<file path="src/common/acr_pkg.sv">
// constants, field layouts and carrier types of the converter control block
// assumes a 32-bit apb master on sys_clk and a converter core on the same clock
// ----------------------------------------------------------------
// How it works
// - active bit set at start, cleared at end/abort
// - trigger select: software write or hardware input
// - control bit five enables automatic compare
// - direction bit: greater-equal, otherwise less than
// - result high holds bits nine:eight, zero in 8-bit
// - results load unless compare enabled and false
// - 10-bit high read locks results until low read
// - completions during lock are discarded
// - 8-bit mode has no read lock
// - result low holds low eight bits
// - compare high bits used only in 10-bit
// - compare low bits always compared
// - configuration bit seven selects low power
// - divider field divides by 1, 2, 4, 8
// - configuration bit four selects long sample
// - mode field: 00 8-bit, 10 10-bit
// - clock source: bus, bus/2, alternate, async
// - complete flag set only when compare true
// - first control write aborts; restarts only with software trigger and a channel on
// ----------------------------------------------------------------
package acr_pkg;

	// ----------------------------------------------------------------
	// register byte offsets
	// ----------------------------------------------------------------
	localparam int ACR_ADDR_W = 8;
	localparam logic [7:0] OFF_SC1 = 8'h00;
	localparam logic [7:0] OFF_SC2 = 8'h04;
	localparam logic [7:0] OFF_RH = 8'h08;
	localparam logic [7:0] OFF_RL = 8'h0c;
	localparam logic [7:0] OFF_CVH = 8'h10;
	localparam logic [7:0] OFF_CVL = 8'h14;
	localparam logic [7:0] OFF_CFG = 8'h18;

	// ----------------------------------------------------------------
	// field positions and encodings
	// ----------------------------------------------------------------
	localparam int SC1_CONVERSION_COMPLETE_FLAG_BIT = 7;
	localparam int SC2_ACT_BIT = 7;
	localparam int SC2_TRG_BIT = 6;
	localparam int SC2_CFE_BIT = 5;
	localparam int SC2_DIR_BIT = 4;
	localparam logic [4:0] CHAN_OFF = 5'h1f;
	localparam logic [1:0] MODE_8 = 2'h0;
	localparam logic [1:0] MODE_10 = 2'h2;
	localparam logic [1:0] SRC_BUS = 2'h0;
	localparam logic [1:0] SRC_BUS2 = 2'h1;
	localparam logic [1:0] SRC_ALT = 2'h2;
	localparam logic [1:0] SRC_ASYNC = 2'h3;
	localparam logic [1:0] DIV_1 = 2'h0;
	localparam logic [1:0] DIV_2 = 2'h1;
	localparam logic [1:0] DIV_4 = 2'h2;
	localparam logic [1:0] DIV_8 = 2'h3;

	// ----------------------------------------------------------------
	// reset values
	// ----------------------------------------------------------------
	localparam logic [4:0] CHAN_RST = 5'h1f;
	localparam logic [7:0] CFG_RST = 8'h00;
	localparam logic [9:0] CV_RST = 10'h000;

	// ----------------------------------------------------------------
	// types
	// ----------------------------------------------------------------
	typedef struct packed {
		logic lowPower;
		logic [1:0] clkDiv;
		logic longSample;
		logic [1:0] convMode;
		logic [1:0] clkSrc;
	} acr_cfg_s;

	typedef struct packed {
		logic trgSel;
		logic cmpEn;
		logic cmpDir;
	} acr_ctrl_s;

	typedef struct packed {
		logic start;
		logic abort;
		logic clkEn;
		logic lowPower;
		logic longSample;
		logic mode10;
	} acr_core_s;

	typedef enum logic [1:0] {
		ST_IDLE = 2'b01,
		ST_BUSY = 2'b10
	} acr_state_e;

endpackage

</file>
<file path="src/acr_clk_div.sv">
// conversion clock enable: source select plus power-of-two divider
// assumes alternate and async clocks are slow pins, sampled on sys_clk
`timescale 1ns/100ps
module acr_clk_div
	import acr_pkg::*;
(
	input wire logic sys_clk,
	input wire logic rst,
	input wire logic alternateClock,
	input wire logic converterAsyncClock,
	input wire logic [1:0] clkSrc,
	input wire logic [1:0] clkDiv,
	output logic convClkEn
);

	// ----------------------------------------------------------------
	// pin synchronisers
	// ----------------------------------------------------------------
	logic [1:0] altSync_r;
	logic [1:0] asySync_r;
	logic altLast_r;
	logic asyLast_r;
	logic busHalf_r;
	logic srcEn;
	logic [2:0] divCnt_r;

	function automatic logic [2:0] divMask(input logic [1:0] sel);
		case (sel)
			DIV_1: divMask = 3'h0;
			DIV_2: divMask = 3'h1;
			DIV_4: divMask = 3'h3;
			default: divMask = 3'h7;
		endcase
	endfunction

	always_ff @(posedge sys_clk or posedge rst) begin
		if (rst) begin
			altSync_r <= 2'h0;
			asySync_r <= 2'h0;
		end else begin
			altSync_r <= {altSync_r[0], alternateClock};
			asySync_r <= {asySync_r[0], converterAsyncClock};
		end
	end

	always_ff @(posedge sys_clk or posedge rst) begin
		if (rst) begin
			altLast_r <= 1'b0;
			asyLast_r <= 1'b0;
			busHalf_r <= 1'b0;
		end else begin
			altLast_r <= altSync_r[1];
			asyLast_r <= asySync_r[1];
			busHalf_r <= ~busHalf_r;
		end
	end

	// ----------------------------------------------------------------
	// source select and divide
	// ----------------------------------------------------------------
	// source selection
	always_comb begin
		case (clkSrc)
			SRC_BUS: srcEn = 1'b1;
			SRC_BUS2: srcEn = busHalf_r;
			SRC_ALT: srcEn = altSync_r[1] & ~altLast_r;
			default: srcEn = asySync_r[1] & ~asyLast_r;
		endcase
	end

	always_ff @(posedge sys_clk or posedge rst) begin
		if (rst) begin
			divCnt_r <= 3'h0;
			convClkEn <= 1'b0;
		end else begin
			convClkEn <= srcEn & ((divCnt_r & divMask(clkDiv)) == divMask(clkDiv));
			if (srcEn) begin
				divCnt_r <= divCnt_r + 3'h1;
			end
		end
	end

endmodule

</file>
<file path="src/acr_top.sv">
// converter control registers, compare, result interlock and triggering
// assumes an apb master on sys_clk and a converter core on sys_clk that
// answers a start pulse with one done pulse carrying a 10-bit sample
`timescale 1ns/100ps
module acr_top
	import acr_pkg::*;
(
	input wire logic sys_clk,
	input wire logic rst,
	input wire logic psel,
	input wire logic penable,
	input wire logic pwrite,
	input wire logic [ACR_ADDR_W-1:0] paddr,
	input wire logic [31:0] pwdata,
	output logic [31:0] prdata,
	output logic pready,
	output logic pslverr,
	input wire logic hardwareTriggerInput,
	input wire logic alternateClock,
	input wire logic converterAsyncClock,
	input wire logic coreDone,
	input wire logic [9:0] coreData,
	output acr_core_s coreCtl
);

	// ----------------------------------------------------------------
	// state
	// ----------------------------------------------------------------
	logic [4:0] chanSel_r;
	acr_ctrl_s ctrl_r;
	acr_cfg_s cfg_r;
	logic [9:0] cmpVal_r;
	logic [9:0] result_r;
	logic conversion_complete_flag_r;
	logic lock_r;
	acr_state_e state_r;
	logic [1:0] trgSync_r;
	logic trgLast_r;
	logic startPls_r;
	logic abortPls_r;
	logic convClkEn;
	logic mode10;
	logic setupPh;
	logic accessDone;
	logic wrDone;
	logic rdDone;
	logic mapped;
	logic wrSc1;
	logic hwEdge;
	logic startReq;
	logic doneOk;
	logic cmpTrue;
	logic loadRes;
	logic [7:0] rdByte;

	function automatic logic cmpHit(
		input logic [9:0] res,
		input logic [9:0] cv,
		input logic tenBit,
		input logic dir
	);
		logic ge;
		ge = 1'b0;
		// high compare bits only in 10-bit
		if (tenBit) begin
			ge = res >= cv;
		end else begin
			ge = res[7:0] >= cv[7:0];
		end
		cmpHit = dir ? ge : ~ge;
	endfunction

	function automatic logic isOff(input logic [ACR_ADDR_W-1:0] a, input logic [7:0] off);
		isOff = a == off;
	endfunction

	// ----------------------------------------------------------------
	// apb decode
	// ----------------------------------------------------------------
	// zero wait states; read data is caught in the setup cycle
	assign setupPh = psel & ~penable;
	assign pready = psel & penable;
	assign mapped = isOff(paddr, OFF_SC1) | isOff(paddr, OFF_SC2) | isOff(paddr, OFF_RH) |
		isOff(paddr, OFF_RL) | isOff(paddr, OFF_CVH) | isOff(paddr, OFF_CVL) |
		isOff(paddr, OFF_CFG);
	assign pslverr = pready & ~mapped;
	assign accessDone = pready & mapped;
	assign wrDone = accessDone & pwrite;
	assign rdDone = accessDone & ~pwrite;
	assign wrSc1 = wrDone & isOff(paddr, OFF_SC1);
	assign mode10 = cfg_r.convMode == MODE_10;

	always_comb begin
		rdByte = 8'h00;
		case (paddr)
			OFF_SC1: rdByte = {conversion_complete_flag_r, 2'h0, chanSel_r};
			// reserved low bits read zero
			OFF_SC2: rdByte = {state_r == ST_BUSY, ctrl_r, 4'h0};
			OFF_RH: rdByte = {6'h00, mode10 ? result_r[9:8] : 2'h0};
			OFF_RL: rdByte = result_r[7:0];
			OFF_CVH: rdByte = {6'h00, cmpVal_r[9:8]};
			OFF_CVL: rdByte = cmpVal_r[7:0];
			OFF_CFG: rdByte = cfg_r;
			default: rdByte = 8'h00;
		endcase
	end

	always_ff @(posedge sys_clk or posedge rst) begin
		if (rst) begin
			prdata <= 32'h0000_0000;
		end else if (setupPh) begin
			prdata <= {24'h00_0000, rdByte};
		end
	end

	// ----------------------------------------------------------------
	// software registers
	// ----------------------------------------------------------------
	always_ff @(posedge sys_clk or posedge rst) begin
		if (rst) begin
			chanSel_r <= CHAN_RST;
		end else if (wrSc1) begin
			chanSel_r <= pwdata[4:0];
		end
	end

	always_ff @(posedge sys_clk or posedge rst) begin
		if (rst) begin
			ctrl_r <= '0;
		end else if (wrDone && isOff(paddr, OFF_SC2)) begin
			ctrl_r <= pwdata[SC2_TRG_BIT:SC2_DIR_BIT];
		end
	end

	// low power, long sample, mode kept as written
	always_ff @(posedge sys_clk or posedge rst) begin
		if (rst) begin
			cfg_r <= CFG_RST;
		end else if (wrDone && isOff(paddr, OFF_CFG)) begin
			cfg_r <= pwdata[7:0];
		end
	end

	always_ff @(posedge sys_clk or posedge rst) begin
		if (rst) begin
			cmpVal_r <= CV_RST;
		end else if (wrDone && isOff(paddr, OFF_CVH)) begin
			cmpVal_r[9:8] <= pwdata[1:0];
		end else if (wrDone && isOff(paddr, OFF_CVL)) begin
			cmpVal_r[7:0] <= pwdata[7:0];
		end
	end

	// ----------------------------------------------------------------
	// triggering
	// ----------------------------------------------------------------
	always_ff @(posedge sys_clk or posedge rst) begin
		if (rst) begin
			trgSync_r <= 2'h0;
			trgLast_r <= 1'b0;
		end else begin
			trgSync_r <= {trgSync_r[0], hardwareTriggerInput};
			trgLast_r <= trgSync_r[1];
		end
	end

	assign hwEdge = trgSync_r[1] & ~trgLast_r;

	always_comb begin
		startReq = 1'b0;
		if (wrSc1) begin
			startReq = ~ctrl_r.trgSel & (pwdata[4:0] != CHAN_OFF);
		end else if (ctrl_r.trgSel && hwEdge) begin
			startReq = chanSel_r != CHAN_OFF;
		end
	end

	// ----------------------------------------------------------------
	// conversion state
	// ----------------------------------------------------------------
	// a done that arrives with a restart belongs to the aborted run
	assign doneOk = coreDone & (state_r == ST_BUSY) & ~wrSc1;

	always_ff @(posedge sys_clk or posedge rst) begin
		if (rst) begin
			state_r <= ST_IDLE;
		end else begin
			case (state_r)
				ST_IDLE: begin
					if (startReq) begin
						state_r <= ST_BUSY;
					end
				end
				ST_BUSY: begin
					if (startReq) begin
						state_r <= ST_BUSY;
					end else if (wrSc1 || doneOk) begin
						state_r <= ST_IDLE;
					end
				end
				default: state_r <= ST_IDLE;
			endcase
		end
	end

	always_ff @(posedge sys_clk or posedge rst) begin
		if (rst) begin
			startPls_r <= 1'b0;
			abortPls_r <= 1'b0;
		end else begin
			startPls_r <= startReq;
			abortPls_r <= wrSc1 & (state_r == ST_BUSY);
		end
	end

	// ----------------------------------------------------------------
	// compare, results and interlock
	// ----------------------------------------------------------------
	// compare enable gates the test
	assign cmpTrue = ~ctrl_r.cmpEn | cmpHit(coreData, cmpVal_r, mode10, ctrl_r.cmpDir);
	assign loadRes = doneOk & cmpTrue & ~lock_r;

	always_ff @(posedge sys_clk or posedge rst) begin
		if (rst) begin
			result_r <= 10'h000;
		end else if (loadRes) begin
			result_r <= mode10 ? coreData : {2'h0, coreData[7:0]};
		end
	end

	// no lock in 8-bit
	// mode change drops the lock; old data is stale anyway
	always_ff @(posedge sys_clk or posedge rst) begin
		if (rst) begin
			lock_r <= 1'b0;
		end else if (!mode10) begin
			lock_r <= 1'b0;
		end else if (rdDone && isOff(paddr, OFF_RL)) begin
			lock_r <= 1'b0;
		end else if (rdDone && isOff(paddr, OFF_RH)) begin
			lock_r <= 1'b1;
		end
	end

	// flag only on a true compare; set wins over clear
	always_ff @(posedge sys_clk or posedge rst) begin
		if (rst) begin
			conversion_complete_flag_r <= 1'b0;
		end else if (doneOk && cmpTrue) begin
			conversion_complete_flag_r <= 1'b1;
		end else if (wrSc1 || (rdDone && isOff(paddr, OFF_RL))) begin
			conversion_complete_flag_r <= 1'b0;
		end
	end

	// ----------------------------------------------------------------
	// conversion clock and core controls
	// ----------------------------------------------------------------
	acr_clk_div u_div (
		.sys_clk(sys_clk),
		.rst(rst),
		.alternateClock(alternateClock),
		.converterAsyncClock(converterAsyncClock),
		.clkSrc(cfg_r.clkSrc),
		.clkDiv(cfg_r.clkDiv),
		.convClkEn(convClkEn)
	);

	assign coreCtl.start = startPls_r;
	assign coreCtl.abort = abortPls_r;
	assign coreCtl.clkEn = convClkEn;
	assign coreCtl.lowPower = cfg_r.lowPower;
	assign coreCtl.longSample = cfg_r.longSample;
	assign coreCtl.mode10 = mode10;
endmodule

</file>
<file path="config.mk">
export PLATFORM = sky130hd
export DESIGN_NAME = acr_top
export DESIGN_NICKNAME = d
export VERILOG_FILES = /design/src/common/acr_pkg.sv /design/src/acr_clk_div.sv /design/src/acr_top.sv
export SDC_FILE = /design/constraint.sdc
export NUM_CORES = 1
export LEC_CHECK = 0
export BUFFER_PORTS_ARGS = -buffer_cell sky130_fd_sc_hd__buf_2
export CAP_MARGIN = 20
export CORE_AREA = 2 2 112 82
export DETAILED_ROUTE_END_ITERATION = 8
export DIE_AREA = 0 0 114 84
export GPL_TIMING_DRIVEN = 0
export PLACE_DENSITY_LB_ADDON = 0.15
export SYNTH_ARGS = -nofsm -noshare
export SYNTH_HDL_FRONTEND = slang
export SYNTH_SLANG_ARGS = --single-unit
</file>
<file path="constraint.sdc">
create_clock -name sys_clk -period 2.28 [get_ports sys_clk]
set_input_delay 0.114 -clock sys_clk [delete_from_list [all_inputs] [get_ports sys_clk]]
set_output_delay 0.114 -clock sys_clk [all_outputs]
set_load 0.1 [all_outputs]
</file>
---- Word level (Yosys, flattened, before mapping) ----
Index checks and enable logic that the tools add are counted.
storage, ports and cells
  bits of input ports ..................... 59
  register bits after elaboration ......... 64
cells by class
  bitwise logic cells ..................... 38
  equal/unequal tests ..................... 19
  order comparisons ....................... 2
  reductions and logical operators ........ 16
  $add $sub $neg .......................... 1
  muxes and demuxes ....................... 18
operators by type and width
  operator               number
  $pmux W8 S7            1
  $eq A8 B5 Y1 const B   3
  $and A1 B1 Y1          17
  $eq A8 B4 Y1 const B   2
  $not A1 Y1             13
  $ge A10 B10 Y1         1
  $mux W10               1
  $ne A5 B5 Y1 const B   2
  $mux W1                9
  $pmux W3 S3            1
  $eq A2 B2 Y1 const B   4
  $eq A8 B3 Y1 const B   1
  $ge A8 B8 Y1           1
  $logic_and A1 B1 Y1    8
  $logic_not A8 Y1       1
  $mux W2                4
  $or A1 B1 Y1           7
  $eq A2 B1 Y1 const B   3
  $logic_not A2 Y1       2
  $pmux W2 S2            1
  $reduce_and A2 Y1      2
  $add A3 B1 Y3 const B  1
  $and A3 B3 Y3          1
  $eq A3 B3 Y1           1
  other kinds (6)        7

---- Depth between registers and ports, before layout ----
  depth after elaboration ................. 16
  gate-level depth with buffers ........... 10

---- Cells and area by module ----
A second synthesis with hierarchy kept.
unflattened totals
  cells, all modules ...................... 329
  area total of the unflattened synthesis .. 3399.5 µm²
modules (own cells, without submodules)
  module       cells each  area each (µm²)  instances  sequential area each (µm²)
  acr_top      298         2981.6           1          1333.8
  acr_clk_div  31          417.9            1          275.3

---- Worst setup path before layout ----
No wires, ideal clock.
  path type ............................... input to register
  start ................................... input port psel
  end ..................................... register state_r[1]
  arrival ................................. 2.278 ns
  setup time .............................. 0.130 ns
  required time ........................... 2.150 ns
  path slack .............................. -0.127 ns
  buffers on the path ..................... 1
  stages .................................. 9
  cell sequence ........................... nand2_1 > inv_1 > nand4_2 > or3_1 > buf_6 > a311oi_2 > a31o_4 > mux2i_1 > a221oi_2
RTL lines
  element                                           line            text
  start, declared                                   acr_top.sv:10   input wire logic psel,
  $and A1 B1 Y1 *                                   acr_top.sv:82   assign pready = psel & penable;
  named net pready                                  acr_top.sv:16   output logic pready,
  $and A1 B1 Y1 *                                   acr_top.sv:87   assign accessDone = pready & mapped;
  $and A1 B1 Y1 *                                   acr_top.sv:88   assign wrDone = accessDone & pwrite;
  $and A1 B1 Y1 *                                   acr_top.sv:90   assign wrSc1 = wrDone & isOff(paddr, OFF_SC1);
  $mux W1 *                                         acr_top.sv:171  if (wrSc1) begin
  named net startReq                                acr_top.sv:50   logic startReq;
  $mux W2 (tied with other cells)                   acr_top.sv:195  if (startReq) begin
  $pmux W2 S2 or $reduce_and A2 Y1 (tied branches)  --
  end signal, assigned                              acr_top.sv:191  state_r <= ST_BUSY;
  end signal, assigned                              acr_top.sv:196  state_r <= ST_BUSY;
  end signal, assigned                              acr_top.sv:198  state_r <= ST_IDLE;
  end, declared                                     acr_top.sv:36   acr_state_e state_r;
The timed path passes the listed nets; every way through them passes the cells marked *.
A chain may end at the register's enable or synchronous reset.

---- Worst setup path in the final report ----
  start ................................... register cmpVal_r[7]
  end ..................................... register result_r[0]
between the ends
  longest elaborated chain between the ends .. 7
ends and longest elaborated chain
  element                                         line                          text
  start, declared                                 acr_top.sv:32                 logic [9:0] cmpVal_r;
  start signal, assigned                          acr_top.sv:150                cmpVal_r[7:0] <= pwdata[7:0];
  $ge A10 B10 Y1 or $ge A8 B8 Y1 (tied branches)  acr_top.sv:66, acr_top.sv:68
  $mux W1 *                                       acr_top.sv:65                 if (tenBit) begin
  $not A1 Y1                                      acr_top.sv:70                 cmpHit = dir ? ge : ~ge;
  $mux W1 *                                       acr_top.sv:70
  $or A1 B1 Y1 *                                  acr_top.sv:220                assign cmpTrue = ~ctrl_r.cmpEn | cmpHit(coreData, cmpVal_r, mode10, ctrl_r.cmpDir);
  $and A1 B1 Y1 * (2 in a row)                    acr_top.sv:221                assign loadRes = doneOk & cmpTrue & ~lock_r;
  end signal, assigned                            acr_top.sv:227                result_r <= mode10 ? coreData : {2'h0, coreData[7:0]};
  end, declared                                   acr_top.sv:33                 logic [9:0] result_r;
Mark *: on every way between the ends. The rest lies on a longest branch, timed or not.

==> results.md <==
* Latest clock arrival within the worst-skew pair at about 330 ps
* Wire length of the first global-routing pass at 12.6 mm
* N_diodes at 0
* DP HPWL at 5.80 mm
* Top cell type's share of synthesized area at 0.439
* Register area share after synthesis at 0.487
* CTS root buf: clkbuf_16
* GP Congestion at ~0.84
* Post-Layout Cell Count at roughly 520
* Top-count cell post-synth: dfrtp_1
* Hold Path End: cmpVal_r[7]
* Starting Density at 0.383
* Netlist cell types at 50
* Type of the worst setup path: reg2reg
* Max Fclk at roughly 420 MHz
* Count of pins over their slew limit at 0
* Pwr Density at 725 nW/um^2
* RR Startpoint: cmpVal_r[7]
* I/O Buffers at 50
* Final Cycle Share at 1.05
* Placed Cells at slightly below 500
* Die height at 84 um
* Routed wire length at between 7 and 8 mm
* Top cells by count, synth: 58 x dfrtp_1, 33 x nand2_1, 30 x buf_4, 25 x mux2_2, 24 x inv_1
* Area growth, synth to finish at 29.7%
* Syn Inst Count at just over 300
* Crit start category: flip-flop
* Worst hold path type: in2reg
* RSZ-0062 raised after global routing: yes
* Hold path start: pwdata[7]
* Post-DRT Antenna Nets at 0
* Max Fanout on Critical Path at 5
* Final setup fails at 10
* Post-synth top flop: dfrtp_1
* Drt wl/cell at 14.9 um
* R2R cell count at 10
* Syn avg cell area at approximately 11 sq um
* PnR worst setup slack at -123 ps
* FP Rows at 29
* Initial antenna violation count at 0
* Total CTS buffers at 9
* Share of cells above drive strength 1 at 0.381
* Pin count of the biggest net entering global routing at 35
* Core area at ~8600 sq um
* DRT Pass-1 Iters at 4
* Clock sinks at between 60 and 70
* Max-slew headroom at 0.341
* Status: finished, violations left
* Hold slack final at 20.8 ps
* Vias at 2526
* CTS Buffer Depth at 2
* Final hold violations at 0
* Clk_skew at approximately 7.5 ps
* Maxcap violations at 0
* Setup_tns at -1060 ps
* CTS tree: yes
* Layout Nets at between 400 and 500
* Gr usage total at 0.174
* Iter 0 DRT Violations at 152
* Avg Vias per Cell at slightly below 5
* Number of global-route vias before repair at around 2400
* Final Critical Period at 2400 ps
* Post-detailed-route DRC marker count at 0
* CP Capture Type: flip-flop
* R2r setup slk at -120 ps
* Post-Syn Area at between 3000 and 4000 sq um
* VDD IR max at 510 uV
* Post-synth EDFFs at 0
* Failing checks: negative setup slack
* Synth area leaders: dfrtp_1 44%, mux2_2 8.5%, buf_4 6.8%, ha_1 4.9%, dfstp_2 4.8%
* Yosys reg bits at 64
* Arrival time worst endpoint at ~2600 ps
* Worst-margin pin slew at 981 ps
* Hold depth at 3
* Chip Width at between 100 and 150 um
* Synth warn at 0
* GRT overflow at 0
* Worst EP required at ~2500 ps
* Leakage at 2.20 nW
* Post-synth top area cell: dfrtp_1
* Clock slew at reported path FFs at 50 ps
* I/O pin cnt at slightly below 100
* H-tree depth at 3
* Ys async rst share at 1.00
* Reg2reg end: result_r[0]
* Die area at ~9600 sq um
## cell usage in the layout, fill, tap and decap left out, types with 10 or more instances in the layout
cell and n:
dfrtp_1 58, buf_2 50, buf_4 34, nand2_1 33, mux2_2 25, conb_1 24
inv_1 20, a21oi_1 16, o21ai_0 16, nor2_1 12, ha_1 10
## worst max-delay path, cell delays in order (launching register included)
cell,delay [ps]
dfrtp_1,370
inv_2,60
ha_4,270
nand4_1,210
o22ai_1,230
a31oi_1,130
o2bb2ai_2,160
xnor2_2,140
a211o_1,300
buf_6,160
mux2_2,260
## area by class of cell
cell class / instances / area [sq um]
sequential: 64 / 1610
clock inverter: 6 / 82.6
inverter: 24 / 93.8
tap: 108 / 135
buffer: 37 / 267
clock buffer: 10 / 239
multi-input combinational: 207 / 1490
timing repair buffer: 61 / 372
fill: 808 / 4350
## report_power, final
group	internal (mW)	switching [mW]
combinational	0.122	0.318
clock	0.979	0.487
sequential	1.18	0.0194
## logic make-up (layout without fill, tap and decap cells)
| kind of cell | after synthesis | in the layout | synth area share |
|---|---|---|---|
| other | 1 | 24 | 0.00113 |
| flip-flops | 64 | 64 | 0.487 |
| adder cells (fa/ha/maj) | 13 | 13 | 0.0492 |
| AO/OA/AOI/OAI | 71 | 71 | 0.154 |
| multiplexers | 28 | 28 | 0.0942 |
| buffers and inverters | 61 | 138 | 0.106 |
| XOR/XNOR | 3 | 3 | 0.00795 |
| AND/OR/NAND/NOR | 68 | 68 | 0.100 |
## layer usage
| metal | global-route usage | vias up | part of all wire |
|---|---|---|---|
| li1 | - | 1240 | - |
| met1 | 0.261 | 1200 | 0.50 |
| met2 | 0.238 | 79 | 0.42 |
| met3 | 0.0552 | 7 | 0.080 |
| met4 | 0.0477 | 0 | 0.0077 |
| met5 | 0 | - | 0 |
## state kept, by name (all words and copies together) (netlist names)
register and count:
state_r 2, lock_r 1, abortPls_r 1, cfg_r 6, u_div.busHalf_r 1, ctrl_r 3
u_div.asyLast_r 1, u_div.divCnt_r 3, u_div.altSync_r 2, trgLast_r 1, startPls_r 1, u_div.altLast_r 1
trgSync_r 2, u_div.asySync_r 2, chanSel_r 5, coreCtl 2, prdata 8, cmpVal_r 10
u_div.convClkEn 1, conversion_complete_flag_r 1, result_r 10
## how the worst max path moves through the flow
stage / slack (ps) / to / from / cells after the start
floorplan: 100 / result_r[0] / cmpVal_r[7] / 10
global placement: -310 / prdata[7] / rst / 2
detailed placement: -250 / result_r[0] / cmpVal_r[7] / 10
CTS: -140 / result_r[0] / cmpVal_r[5] / 10
global route: -210 / result_r[1] / cmpVal_r[7] / 10
finish: -120 / result_r[0] / cmpVal_r[7] / 10
## per-stage QoR
step | utilization | area (sq um) | setup slack, ps | total power [mW]
after floorplan | - | 3400 | 103 | 1.56
after global placement | 0.438 | 3780 | -306 | 1.64
after detailed placement | 0.441 | 3810 | -255 | 1.65
after CTS | 0.495 | 4270 | -138 | 3.14
after global routing | 0.496 | 4290 | -214 | 3.23
final | 0.496 | 4290 | -123 | 3.11
## repair_timing
item,4_1_cts,5_1_grt
setup buffers,3,1
hold buffers,4,0
gates resized for setup,11,1
gates cloned,1,0
pin swaps,3,3
hold endpoints to repair,29,0
endpoints found under the setup margin,10,10
Note: power is estimated with default switching activity, not from simulation.
